==> config.mk <==
export PLATFORM = sky130hd
export DESIGN_NAME = fpc_panel
export DESIGN_NICKNAME = d
export VERILOG_FILES = /design/src/core/fpc_pkg.sv /design/src/core/fpc_panel.sv
export VERILOG_INCLUDE_DIRS = /design/src /design/src/core
export SDC_FILE = /design/constraint.sdc
export NUM_CORES = 1
export LEC_CHECK = 0
export BUFFER_PORTS_ARGS = -buffer_cell sky130_fd_sc_hd__buf_2
export CAP_MARGIN = 20
export CORE_MARGIN = 5
export CORE_UTILIZATION = 57
export DETAILED_ROUTE_END_ITERATION = 8
export PLACE_DENSITY_LB_ADDON = 0.05
export SYNTH_ARGS = -nofsm -noshare
export SYNTH_HDL_FRONTEND = slang
export SYNTH_SLANG_ARGS = --single-unit
==> constraint.sdc <==
create_clock -name clock -period 7.2 [get_ports clock]
set_input_delay 1.08 -clock clock [delete_from_list [all_inputs] [get_ports clock]]
set_output_delay 1.08 -clock clock [all_outputs]
set_load 0.005 [all_outputs]
==> src/core/fpc_defines.svh <==
`ifndef FPC_DEFINES_SVH
`define FPC_DEFINES_SVH
// ==========================================================
// Register map, byte addresses.
`define FPC_ADDR_CTRL 12'h000
`define FPC_ADDR_FREQ 12'h004
`define FPC_ADDR_VOLT 12'h008
`define FPC_ADDR_CURR 12'h00C
`define FPC_ADDR_STAT 12'h010
`define FPC_ADDR_KEYS 12'h014
`define FPC_ADDR_PARM 12'h018
// ==========================================================
// Control bit positions.
`define FPC_CTRL_FAULT 0
`define FPC_CTRL_TRIP 1
`define FPC_CTRL_EXT 2
`define FPC_CTRL_MANUAL 3
// ==========================================================
// Setpoint limits and reset values.
`define FPC_FREQ_PRESET 16'h0190
`define FPC_FREQ_MIN 16'h0168
`define FPC_FREQ_MAX 16'h01B8
`define FPC_FREQ_STEP 16'h0001
`define FPC_VOLT_RESET 16'h0000
`define FPC_VOLT_MAX_LO 16'h05DC
`define FPC_VOLT_MAX_HI 16'h0BB8
`define FPC_CURR_MIN 16'h0001
`define FPC_CURR_MAX_RESET 16'h00C8
`define FPC_PARM_MAX 8'h0F
// ==========================================================
// Timing: the clock rate and the times in their own units.
`define FPC_CLK_HZ 200000000
`define FPC_DEBOUNCE_US 10
`define FPC_REPEAT_MS 300
`define FPC_SETTLE_MS 2000
`define FPC_FLASH_MS 250
`define FPC_DEBOUNCE_CYC (`FPC_CLK_HZ / 1000000 * `FPC_DEBOUNCE_US)
`define FPC_REPEAT_CYC (`FPC_CLK_HZ / 1000 * `FPC_REPEAT_MS)
`define FPC_SETTLE_CYC (`FPC_CLK_HZ / 1000 * `FPC_SETTLE_MS)
`define FPC_FLASH_CYC (`FPC_CLK_HZ / 1000 * `FPC_FLASH_MS)
`endif

==> src/core/fpc_pkg.sv <==
`default_nettype none
package fpc_pkg;
    // Key indices on the key input bus.
    typedef enum logic [3:0] {
        FPC_K_F400 = 4'h0, FPC_K_FDN = 4'h1, FPC_K_FUP = 4'h2, FPC_K_LINE = 4'h3,
        FPC_K_RANGE = 4'h4, FPC_K_VDN = 4'h5, FPC_K_VUP = 4'h6, FPC_K_CDN = 4'h7,
        FPC_K_CUP = 4'h8, FPC_K_RECIPE = 4'h9, FPC_K_GLOBAL = 4'hA, FPC_K_FREEZE = 4'hB,
        FPC_K_READOUT = 4'hC, FPC_K_START = 4'hD, FPC_K_STOP = 4'hE, FPC_K_SPARE = 4'hF
    } fpc_key_t;
    typedef enum logic [1:0] {
        FPC_SET_NONE = 2'b00, FPC_SET_RECIPE = 2'b01, FPC_SET_GLOBAL = 2'b10
    } fpc_setup_t;
endpackage : fpc_pkg
`default_nettype wire

==> src/core/fpc_panel.sv <==
// Implementation choices: register access over APB and the address map.
`include "fpc_defines.svh"
`default_nettype none
// Function
// - The preset key loads the frequency setpoint with 400 Hz at once.
// - Frequency down key steps down, never below 360 Hz.
// - Frequency up key steps up, saturating at 440 Hz.
// - Output-on lamp lit exactly while output is delivered normally.
// - Fault lamp lights whenever an output error is detected.
// - Trip lamp lights when an error tripped protection, separate from fault.
// - Frequency display shows error on fault, parameters in setup, else frequency.
// - Line key cycles four voltage views with exactly one view lamp lit.
// - Low-range lamp for 0-150 V range, high-range lamp for 0-300 V range.
// - Range key toggles voltage range between high and low.
// - Voltage keys step voltage, or select the parameter in setup modes.
// - Current keys step limit or parameter value, and select status; limit bounded.
// - While locked the freeze lamp is lit and other keys do nothing.
// - Freeze key toggles the lock and leaves programmable mode.
// - External-control lamp lit while commanded by rear external inputs.
// - Hand-mode lamp lit while operating in manual mode.
// - Recipe key enters or leaves program setup; its lamp shows the mode.
// - Global key enters or leaves system setup; its lamp shows the mode.
// - Readout key cycles four readout_select_key views with exactly one lamp lit.
// - Start turns output on, stop gives standby; adjustments work in both.
// - Each frequency step is 1 Hz.
// - Held voltage key repeats every 0.3 s, accelerating while held.
// - Two seconds after a voltage change, flash once, store, leave setting mode.
module fpc_panel (
    // Clock and reset.
    input wire logic clock,
    input wire logic rst_b,
    // APB slave.
    input wire logic psel,
    input wire logic penable,
    input wire logic pwrite,
    input wire logic [11:0] paddr,
    input wire logic [31:0] pwdata,
    output logic [31:0] prdata,
    output logic pready,
    output logic pslverr,
    // Panel keys, active high, asynchronous.
    input wire logic [15:0] keys,
    // Converter status, asynchronous.
    input wire logic output_active,
    // Setpoints and output control.
    output logic [15:0] freq_setpoint,
    output logic [15:0] volt_setpoint,
    output logic [15:0] volt_stored,
    output logic [15:0] curr_limit,
    output logic output_on_cmd,
    output logic range_high,
    // Displays.
    output logic [1:0] freq_disp_sel,
    output logic volt_blank,
    // Lamps.
    output logic lamp_output_on,
    output logic lamp_fault,
    output logic lamp_trip,
    output logic [3:0] lamp_line,
    output logic lamp_low_range,
    output logic lamp_high_range,
    output logic lamp_frozen,
    output logic lamp_external,
    output logic lamp_manual,
    output logic lamp_recipe,
    output logic lamp_global,
    output logic [3:0] lamp_readout
);
    // ==========================================================
    // Key synchronisers, debounce and press detection.
    localparam int DB_CYC = `FPC_DEBOUNCE_CYC;
    logic [15:0] key_s1;
    logic [15:0] key_s2;
    logic [15:0] key_db;
    logic [15:0] key_db_q;
    logic [15:0] press;
    logic [11:0] db_cnt [16];
    logic act_s1;
    logic act_s2;

    always_ff @(posedge clock or negedge rst_b) begin
        if (!rst_b) begin
            key_s1 <= 16'h0000;
            key_s2 <= 16'h0000;
            act_s1 <= 1'b0;
            act_s2 <= 1'b0;
        end else begin
            key_s1 <= keys;
            key_s2 <= key_s1;
            act_s1 <= output_active;
            act_s2 <= act_s1;
        end
    end

    // A level must hold for the whole debounce time before it is believed.
    always_ff @(posedge clock or negedge rst_b) begin
        if (!rst_b) begin
            key_db <= 16'h0000;
            key_db_q <= 16'h0000;
            for (int i = 0; i < 16; i++) db_cnt[i] <= 12'h000;
        end else begin
            key_db_q <= key_db;
            for (int i = 0; i < 16; i++) begin
                if (key_s2[i] == key_db[i]) begin
                    db_cnt[i] <= 12'h000;
                end else if (db_cnt[i] == 12'(DB_CYC - 1)) begin
                    key_db[i] <= key_s2[i];
                    db_cnt[i] <= 12'h000;
                end else begin
                    db_cnt[i] <= db_cnt[i] + 12'h001;
                end
            end
        end
    end

    logic locked;
    // Locked panels pass only the freeze key.
    always_comb begin
        press = key_db & ~key_db_q;
        if (locked) press = press & (16'h0001 << fpc_pkg::FPC_K_FREEZE);
    end

    // ==========================================================
    // Register file.
    logic [3:0] ctrl;
    logic [15:0] curr_max;
    logic wr;
    assign wr = psel && penable && pwrite;

    always_ff @(posedge clock or negedge rst_b) begin
        if (!rst_b) begin
            ctrl <= 4'h0;
            curr_max <= `FPC_CURR_MAX_RESET;
        end else if (wr && paddr == `FPC_ADDR_CTRL) begin
            ctrl <= pwdata[3:0];
        end else if (wr && paddr == `FPC_ADDR_CURR) begin
            curr_max <= pwdata[31:16];
        end
    end

    // ==========================================================
    // Modes: lock, setup, output.
    fpc_pkg::fpc_setup_t setup;
    logic [7:0] parm_sel;
    logic [7:0] parm_val;
    logic [1:0] line_view;
    logic [1:0] readout_select_key_view;
    logic [1:0] status_sel;

    always_ff @(posedge clock or negedge rst_b) begin
        if (!rst_b) begin
            locked <= 1'b0;
            setup <= fpc_pkg::FPC_SET_NONE;
            output_on_cmd <= 1'b0;
        end else begin
            if (press[fpc_pkg::FPC_K_FREEZE]) begin
                locked <= !locked;
                setup <= fpc_pkg::FPC_SET_NONE;
            end else if (press[fpc_pkg::FPC_K_RECIPE]) begin
                // Entering one setup mode drops the other.
                setup <= (setup == fpc_pkg::FPC_SET_RECIPE) ? fpc_pkg::FPC_SET_NONE
                                                           : fpc_pkg::FPC_SET_RECIPE;
            end else if (press[fpc_pkg::FPC_K_GLOBAL]) begin
                setup <= (setup == fpc_pkg::FPC_SET_GLOBAL) ? fpc_pkg::FPC_SET_NONE
                                                           : fpc_pkg::FPC_SET_GLOBAL;
            end
            if (press[fpc_pkg::FPC_K_START]) output_on_cmd <= 1'b1;
            else if (press[fpc_pkg::FPC_K_STOP]) output_on_cmd <= 1'b0;
        end
    end

    // ==========================================================
    // Views and setup parameters.
    always_ff @(posedge clock or negedge rst_b) begin
        if (!rst_b) begin
            line_view <= 2'b00;
            readout_select_key_view <= 2'b00;
            range_high <= 1'b1;
            parm_sel <= 8'h00;
            parm_val <= 8'h00;
            status_sel <= 2'b00;
        end else begin
            if (press[fpc_pkg::FPC_K_LINE]) line_view <= line_view + 2'b01;
            if (press[fpc_pkg::FPC_K_READOUT]) readout_select_key_view <= readout_select_key_view + 2'b01;
            if (press[fpc_pkg::FPC_K_RANGE]) range_high <= !range_high;
            if (setup != fpc_pkg::FPC_SET_NONE) begin
                if (press[fpc_pkg::FPC_K_VUP] && parm_sel != `FPC_PARM_MAX)
                    parm_sel <= parm_sel + 8'h01;
                else if (press[fpc_pkg::FPC_K_VDN] && parm_sel != 8'h00)
                    parm_sel <= parm_sel - 8'h01;
                if (press[fpc_pkg::FPC_K_CUP]) parm_val <= parm_val + 8'h01;
                else if (press[fpc_pkg::FPC_K_CDN]) parm_val <= parm_val - 8'h01;
            end else begin
                if (press[fpc_pkg::FPC_K_CUP] || press[fpc_pkg::FPC_K_CDN])
                    status_sel <= status_sel + 2'b01;
            end
        end
    end

    // ==========================================================
    // Frequency and current setpoints.
    always_ff @(posedge clock or negedge rst_b) begin
        if (!rst_b) begin
            freq_setpoint <= `FPC_FREQ_PRESET;
            curr_limit <= `FPC_CURR_MIN;
        end else begin
            if (press[fpc_pkg::FPC_K_F400]) begin
                freq_setpoint <= `FPC_FREQ_PRESET;
            end else if (press[fpc_pkg::FPC_K_FUP]) begin
                if (freq_setpoint < `FPC_FREQ_MAX)
                    freq_setpoint <= freq_setpoint + `FPC_FREQ_STEP;
            end else if (press[fpc_pkg::FPC_K_FDN]) begin
                if (freq_setpoint > `FPC_FREQ_MIN)
                    freq_setpoint <= freq_setpoint - `FPC_FREQ_STEP;
            end
            if (setup == fpc_pkg::FPC_SET_NONE) begin
                if (press[fpc_pkg::FPC_K_CUP] && curr_limit < curr_max)
                    curr_limit <= curr_limit + 16'h0001;
                else if (press[fpc_pkg::FPC_K_CDN] && curr_limit > `FPC_CURR_MIN)
                    curr_limit <= curr_limit - 16'h0001;
            end
        end
    end

    // ==========================================================
    // Voltage setpoint with hold-repeat, settle, flash and store.
    // The repeat period halves after each two repeats, down to one eighth.
    localparam int REP_CYC = `FPC_REPEAT_CYC;
    localparam int SET_CYC = `FPC_SETTLE_CYC;
    localparam int FLS_CYC = `FPC_FLASH_CYC;
    logic [26:0] rep_cnt;
    logic [2:0] rep_n;
    logic [28:0] settle_cnt;
    logic [26:0] flash_cnt;
    logic pending;
    logic vup_hold;
    logic vdn_hold;
    logic vstep;
    logic [26:0] rep_period;
    logic [15:0] vmax;

    assign vup_hold = key_db[fpc_pkg::FPC_K_VUP] && !locked && setup == fpc_pkg::FPC_SET_NONE;
    assign vdn_hold = key_db[fpc_pkg::FPC_K_VDN] && !locked && setup == fpc_pkg::FPC_SET_NONE;
    assign rep_period = 27'(REP_CYC) >> rep_n[2:1];
    assign vmax = range_high ? `FPC_VOLT_MAX_HI : `FPC_VOLT_MAX_LO;
    assign vstep = (vup_hold ^ vdn_hold) && rep_cnt == 27'h000_0000;

    always_ff @(posedge clock or negedge rst_b) begin
        if (!rst_b) begin
            rep_cnt <= 27'h000_0000;
            rep_n <= 3'b000;
        end else if (!(vup_hold ^ vdn_hold)) begin
            rep_cnt <= 27'h000_0000;
            rep_n <= 3'b000;
        end else if (rep_cnt == rep_period - 27'h000_0001) begin
            rep_cnt <= 27'h000_0000;
            if (rep_n != 3'b111) rep_n <= rep_n + 3'b001;
        end else begin
            rep_cnt <= rep_cnt + 27'h000_0001;
        end
    end

    always_ff @(posedge clock or negedge rst_b) begin
        if (!rst_b) begin
            volt_setpoint <= `FPC_VOLT_RESET;
            volt_stored <= `FPC_VOLT_RESET;
            pending <= 1'b0;
            settle_cnt <= 29'h0000_0000;
            flash_cnt <= 27'h000_0000;
            volt_blank <= 1'b0;
        end else begin
            if (vstep) begin
                if (vup_hold && volt_setpoint < vmax) volt_setpoint <= volt_setpoint + 16'h0001;
                if (vdn_hold && volt_setpoint != 16'h0000) volt_setpoint <= volt_setpoint - 16'h0001;
                pending <= 1'b1;
                settle_cnt <= 29'h0000_0000;
            end else if (pending && settle_cnt == 29'(SET_CYC - 1)) begin
                pending <= 1'b0;
                volt_stored <= volt_setpoint;
                flash_cnt <= 27'(FLS_CYC);
            end else if (pending) begin
                settle_cnt <= settle_cnt + 29'h0000_0001;
            end
            if (flash_cnt != 27'h000_0000) flash_cnt <= flash_cnt - 27'h000_0001;
            volt_blank <= flash_cnt != 27'h000_0000;
        end
    end

    // ==========================================================
    // Lamps and display selection, all registered.
    always_ff @(posedge clock or negedge rst_b) begin
        if (!rst_b) begin
            lamp_output_on <= 1'b0;
            lamp_fault <= 1'b0;
            lamp_trip <= 1'b0;
            lamp_line <= 4'h1;
            lamp_low_range <= 1'b0;
            lamp_high_range <= 1'b1;
            lamp_frozen <= 1'b0;
            lamp_external <= 1'b0;
            lamp_manual <= 1'b0;
            lamp_recipe <= 1'b0;
            lamp_global <= 1'b0;
            lamp_readout <= 4'h1;
            freq_disp_sel <= 2'b00;
        end else begin
            lamp_output_on <= output_on_cmd && act_s2 && !ctrl[`FPC_CTRL_FAULT];
            lamp_fault <= ctrl[`FPC_CTRL_FAULT];
            lamp_trip <= ctrl[`FPC_CTRL_TRIP];
            lamp_line <= 4'h1 << line_view;
            lamp_low_range <= !range_high;
            lamp_high_range <= range_high;
            lamp_frozen <= locked;
            lamp_external <= ctrl[`FPC_CTRL_EXT];
            lamp_manual <= ctrl[`FPC_CTRL_MANUAL];
            lamp_recipe <= setup == fpc_pkg::FPC_SET_RECIPE;
            lamp_global <= setup == fpc_pkg::FPC_SET_GLOBAL;
            lamp_readout <= 4'h1 << readout_select_key_view;
            // Error text outranks setup parameters; 0 value, 1 parameters, 2 error.
            if (ctrl[`FPC_CTRL_FAULT]) freq_disp_sel <= 2'b10;
            else if (setup != fpc_pkg::FPC_SET_NONE) freq_disp_sel <= 2'b01;
            else freq_disp_sel <= 2'b00;
        end
    end

    // ==========================================================
    // APB read side: zero wait states, unmapped reads return zero with an error.
    logic mapped;
    assign mapped = paddr <= `FPC_ADDR_PARM && paddr[1:0] == 2'b00;

    always_ff @(posedge clock or negedge rst_b) begin
        if (!rst_b) begin
            prdata <= 32'h0000_0000;
            pready <= 1'b0;
            pslverr <= 1'b0;
        end else begin
            pready <= psel && !penable;
            pslverr <= psel && !penable && !mapped;
            prdata <= 32'h0000_0000;
            if (psel && !penable && !pwrite) begin
                unique case (paddr)
                    `FPC_ADDR_CTRL: prdata <= {28'h000_0000, ctrl};
                    `FPC_ADDR_FREQ: prdata <= {16'h0000, freq_setpoint};
                    `FPC_ADDR_VOLT: prdata <= {volt_stored, volt_setpoint};
                    `FPC_ADDR_CURR: prdata <= {curr_max, curr_limit};
                    `FPC_ADDR_STAT: prdata <= {16'h0000, readout_select_key_view, line_view, status_sel, setup,
                                               2'b00, pending, range_high, 1'b0, locked,
                                               output_on_cmd, act_s2};
                    `FPC_ADDR_KEYS: prdata <= {16'h0000, key_db};
                    `FPC_ADDR_PARM: prdata <= {16'h0000, parm_val, parm_sel};
                    default: prdata <= 32'h0000_0000;
                endcase
            end
        end
    end
endmodule // fpc_panel
`default_nettype wire

# Word-level counts from Yosys, hierarchy flattened
# Index checks and enable logic that the tools add are counted.
# word_totals
reg_bits	510
in_bits	66
out_inout_bits	121
wordCells	334
# op_classes
add_sub_neg	34
magnitude_cmp	6
eq_ne	49
shifts	3
muxes	71
n_bitwise	22
reduce_logical	75
# op_table
cell	n
12-bit two-way mux	33
32-bit one-hot mux with 7 select lines	1
12-bit by 1-bit adder with 12-bit output (second input constant)	16
12-bit by 11-bit == test with 1-bit output (second input constant)	16
16-bit two-way mux	9
27-bit two-way mux	5
29-bit two-way mux	3
27-bit by 1-bit subtractor with 27-bit output (second input constant)	2
2-bit AND reduction	26
16-bit by 1-bit adder with 16-bit output (second input constant)	3
16-bit by 1-bit subtractor with 16-bit output (second input constant)	3
12-bit by 5-bit == test with 1-bit output (second input constant)	3
32-bit two-way mux	1
8-bit two-way mux	4
29-bit by 1-bit adder with 29-bit output (second input constant)	1
29-bit == test (second input constant)	1
27-bit by 1-bit adder with 27-bit output (second input constant)	1
27-bit == test	1
27-bit logical NOT	1
27-bit nonzero test	1
26-bit by 2-bit right shift with 27-bit output (first input constant)	1
12-bit by 4-bit == test with 1-bit output (second input constant)	2
1-bit logical AND	22
1-bit inverter	19
other kinds (36)	85

# Logic depth before layout (Yosys ltp)
# logic_depth
word_depth	7
ltp_mapped	14
depth_no_buf	14

# Worst setup path before layout
# No wires, ideal clock.
# synth_timing
path_kind	flip-flop to flip-flop
from	register volt_setpoint[12]
to	register volt_setpoint[14]
setup_ns	0.136
t_arrival_ns	3.128
required_time_ns	7.064
path_slack_ns	3.936
path_stages_with_launch	15
n_path_buf	0
synth_period_minus_slack_ns	3.264
path_cell_list	dfrtp_1 nor4_1 nand4_1 nand3_1 inv_1 ha_1 nor2b_1 o21ai_0 a21boi_0 o21ai_0 a211oi_1 nor3_1 o41ai_1 xnor2_1 o21ai_0
# synth_via
elab_chain_cells	4
word_cells_on_any_way	10
cone_classes	add/sub: 2; order compare: 1; mux: 2; reduce/logical: 5
# synth_lines
element	line_no	rtl
from (decl)	fpc_panel.sv:47	output logic [15:0] volt_setpoint,
from (signal assigned)	fpc_panel.sv:265	volt_setpoint <= `FPC_VOLT_RESET;
from (signal assigned)	fpc_panel.sv:273	if (vup_hold && volt_setpoint < vmax) volt_setpoint <= volt_setpoint + 16'h0001;
from (signal assigned)	fpc_panel.sv:274	if (vdn_hold && volt_setpoint != 16'h0000) volt_setpoint <= volt_setpoint - 16'h0001;
16-bit by 12-bit less-than comparator with 1-bit output / 16-bit nonzero test (equally long branches)	fpc_panel.sv:273, fpc_panel.sv:274	
1-bit logical AND (on tied branches)	fpc_panel.sv:273, fpc_panel.sv:274	
2-bit nonzero test (no line)	--	
2-bit AND reduction (no line)	--	
# Parallel ways exist; a longest one is shown, timed or not. The select of a mux whose other input is x is not followed.
# A chain may end at the register's enable or synchronous reset.

# Worst setup path in the final report
# layout_timing
from	register volt_setpoint[12]
to	register volt_setpoint[15]
# The elaborated chain is that of the path after synthesis.

==> impl_metrics.env <==
export IMPL_fp_dieH_um=218
export IMPL_p_sw_share_pct=21.2
export IMPL_synthToLayoutAreaGrowth_pct=14.2
export IMPL_cts_path_max_buffers=3
export IMPL_antenna_cells=0
export IMPL_drt_pass1_iterations=6
export IMPL_synth_edff_count=0
export IMPL_finalCritPeriodShare_pct=58.7
export IMPL_clkSinkCount=509
export IMPL_drt_total_wl_mm=58.1
export IMPL_multi_input_area_mm2=0.0113
export IMPL_setup_tns_ns=0
export IMPL_slew_headroom_pct=28.1
export IMPL_layout_min_cycle_time_ns=4.22
export IMPL_postRouteAntennaNets=0
export IMPL_synth_area_per_cell_um2=10.3
export IMPL_timing_critical_path_depth=14
export IMPL_async_flop_share_pct=100
export IMPL_initial_core_util_pct=57.5
export IMPL_fmax_mhz=237
export IMPL_via_per_inst=5.71
export IMPL_grt_pass1_vias=18400
export IMPL_ys_ff_latch=509
export IMPL_ir_worst_vdd_uv=294
export IMPL_pwr_share_comb_pct=2.4
export IMPL_slew_violations=0
export IMPL_yosysUniqueCellTypes=82
export IMPL_fin_total_pwr_mw=5.94
export IMPL_worstPathRequired_ns=7.72
export IMPL_cp_end_kind="register"
export IMPL_path_clk_slew_ns=0.06
export IMPL_hold_slack_ns=0.344
export IMPL_hp_class="register to register"
export IMPL_start_kind="register"
export IMPL_arrival_ns=4.74
export IMPL_r2r_start="volt_setpoint[12]"
export IMPL_whs_path_depth=0
export IMPL_wl_per_cell_um=17.9
export IMPL_synth_area_leaders="dfrtp_1 (50%), ha_1 (5.1%), xor2_1 (4.8%), nor2_1 (4.7%), xnor2_1 (4.5%)"
export IMPL_p_seq_share_pct=49.1
export IMPL_dieArea_mm2=0.0476
export IMPL_power_density_mw_per_mm2=210
export IMPL_grt_overflow=0
export IMPL_gp_congestion=0.901
export IMPL_coreArea_mm2=0.0430
export IMPL_postCtsSetupBuffers=0
export IMPL_slowest_stage="o41ai_1"
export IMPL_cts_root_buffer="clkbuf_16"
export IMPL_numPortBuffers=174
export IMPL_critPathLaunch="volt_setpoint[12]"
export IMPL_cts_resized=0
export IMPL_hp_start="key_s1[11]"
export IMPL_switchingPower_mw=1.26
export IMPL_fill_cells=3396
export IMPL_cts_tree="yes"
export IMPL_grt_usage_pct=24.5
export IMPL_r2r_cells=14
export IMPL_finalHoldViolations=0
export IMPL_status="completed"
export IMPL_leakagePower_nw=13.5
export IMPL_yosys_warnings=0
export IMPL_nNetsFinal=2780
export IMPL_clk_latency_ns=0.60
export IMPL_critical_path_class="register to register"
export IMPL_ys_flop_type="dfrtp_1"
export IMPL_cts_hold_buf=0
export IMPL_register_area_mm2=0.0128
export IMPL_grt_max_degree=161
export IMPL_drv_cap=0
export IMPL_dp_final_hpwl_mm=41.1
export IMPL_drc_errors=0
export IMPL_rsz0062_at_grt="no"
export IMPL_drtIter0Drc=1317
export IMPL_vias=18500
export IMPL_synth_top_area_cell="dfrtp_1"
export IMPL_crit_chain="nor4_1, nand4_1, nand3_1, inv_1, ha_1, a21oi_1, o21ai_0, o41ai_1, o211ai_1, o211ai_1, o21ai_0, nor4_1, a211o_1, xor2_1"
export IMPL_grt_pass1_wl_mm=95.2
export IMPL_ys_seq_area_share_pct=51.6
export IMPL_netlist_area_mm2=0.0247
export IMPL_drive_gt1_share_pct=14.5
export IMPL_post_place_ws_ns=3.13
export IMPL_crit_buf_inv=1
export IMPL_synth_fp_nets=2581
export IMPL_crit_family="compound AO/OA/AOI/OAI gates"
export IMPL_die_w_um=218
export IMPL_fin_util_pct=65.7
export IMPL_slowest_delay_ns=0.54
export IMPL_finClkSkew_ns=0.0169
export IMPL_tightest_slew_ns=1.08
export IMPL_rows=76
export IMPL_finalSetupViolations=0
export IMPL_layout_setup_ws_ns=2.98
export IMPL_io_pins=187
export IMPL_p_int_mw=4.68
export IMPL_htree_levels=2
export IMPL_cp_max_fo=16
export IMPL_p_clk_share_pct=48.5
export IMPL_antenna_found_initial=0
export IMPL_synth_top_area_share_pct=50.4
export IMPL_syn_inst=2410
export IMPL_numCtsBuffers=54
## area by class of cell
cell class                      count  share of cell area [%]
Sequential cell                   509                    45.2
Multi-Input combinational cell   1735                    40.1
Clock buffer                       78                    5.50
Timing Repair Buffer              205                    4.15
Tap cell                          585                    2.59
Inverter                          104                    1.38
Clock inverter                     20                    1.06
## layer usage
layer / track usage [%] / wire, um / up-vias
met2: 38.9 / 26800 / 483
li1: - / - / 8844
met3: 4.53 / 3500 / 117
met1: 33.6 / 25500 / 9026
met5: 0 / 0 / -
met4: 10.1 / 2290 / 0
## state kept, by name, summed over array words and instances, names as in the netlist, 27 cells and up
signal      cells
flash_cnt      27
settle_cnt     29
prdata         32
db_cnt        192
rep_cnt        27
## cells in the mapped netlist, types with 11 or more instances
library cell / number
dfrtp_1: 498
nor2_1: 312
nand2_1: 148
xor2_1: 136
o21ai_0: 129
xnor2_1: 126
a21oi_1: 115
nand3_1: 110
inv_1: 103
ha_1: 101
or3_1: 78
a22oi_1: 57
nand4_1: 57
and3_1: 44
clkbuf_1: 44
mux2_2: 43
nor3_1: 28
nor4_1: 27
mux2i_1: 20
a31oi_1: 19
nor4b_1: 15
buf_2: 13
nor2b_1: 13
dfstp_2: 11
or2_2: 11
or4_1: 11
## worst register-to-register path, delay by kind of cell, from the launching register on
family	cells	cell delay, ns
and+or+nand+nor	4	1.08
DFF	1	0.52
xor gates and xnor gates	1	0.14
adders and majority gates	1	0.39
buffers and inverters	1	0.32
AOI/OAI and AO/OA	7	1.69
## path summary, 6_finish.rpt
kind	to	slack (ns)
min reg2reg	key_s2[11]	0.34
min in group asynchronous	curr_max[13]	0.38
min	key_s2[11]	0.34
max	volt_setpoint[15]	2.98
max reg2reg	volt_setpoint[15]	2.98
max in group asynchronous	db_cnt[57]	5.53
## power groups by stage
| stage | Clock (mW) | Combinational (mW) | Sequential, mW |
|---|---|---|---|
| final | 2.88 | 0.144 | 2.92 |
| after global placement | 0 | 0.140 | 2.97 |
| after CTS | 2.95 | 0.149 | 2.92 |
| after detailed placement | 0 | 0.148 | 2.97 |
| after floorplan | 0 | 0.0529 | 2.96 |
| after global routing | 3.08 | 0.171 | 2.92 |
## through the flow
step           instances  instance area, um2
2_1_floorplan       2410               24700
5_1_grt             3236               28200
4_1_cts             3234               28200
3_3_place_gp        3128               26300
3_5_place_dp        3136               26300
6_report            3236               28200
## logic make-up after synthesis
group           count (synthesis)  share of synthesized area [%]
simple gates                  911                           18.5
flops                         509                           51.6
compound gates                392                           9.68
xor+xnor                      262                           9.29
buf+inv                       166                           2.66
fa+ha+maj                     105                           5.44
mux                            65                           2.86
## layout by cell type, fill, tap and decap left out, types with 9 or more instances in the layout
master	count
nor2_1	312
buf_2	174
nand2_1	148
nor2b_1	13
ha_1	101
o21bai_1	10
clkbuf_8	11
a31oi_1	19
mux2i_1	20
nand4_1	57
xnor2_1	126
nand3_1	110
mux2_2	43
dfrtp_1	498
a22oi_1	57
and3_1	44
clkbuf_1	13
clkbuf_16	54
or4_1	11
or3_1	78
xor2_1	136
buf_4	25
dfstp_2	11
nand2b_1	9
inv_1	103
nor4_1	25
a21o_1	10
nor3_1	26
o21ai_0	128
or2_2	11
nor4b_1	15
a21oi_1	115
No activity file was read; power rests on OpenSTA's default activity.
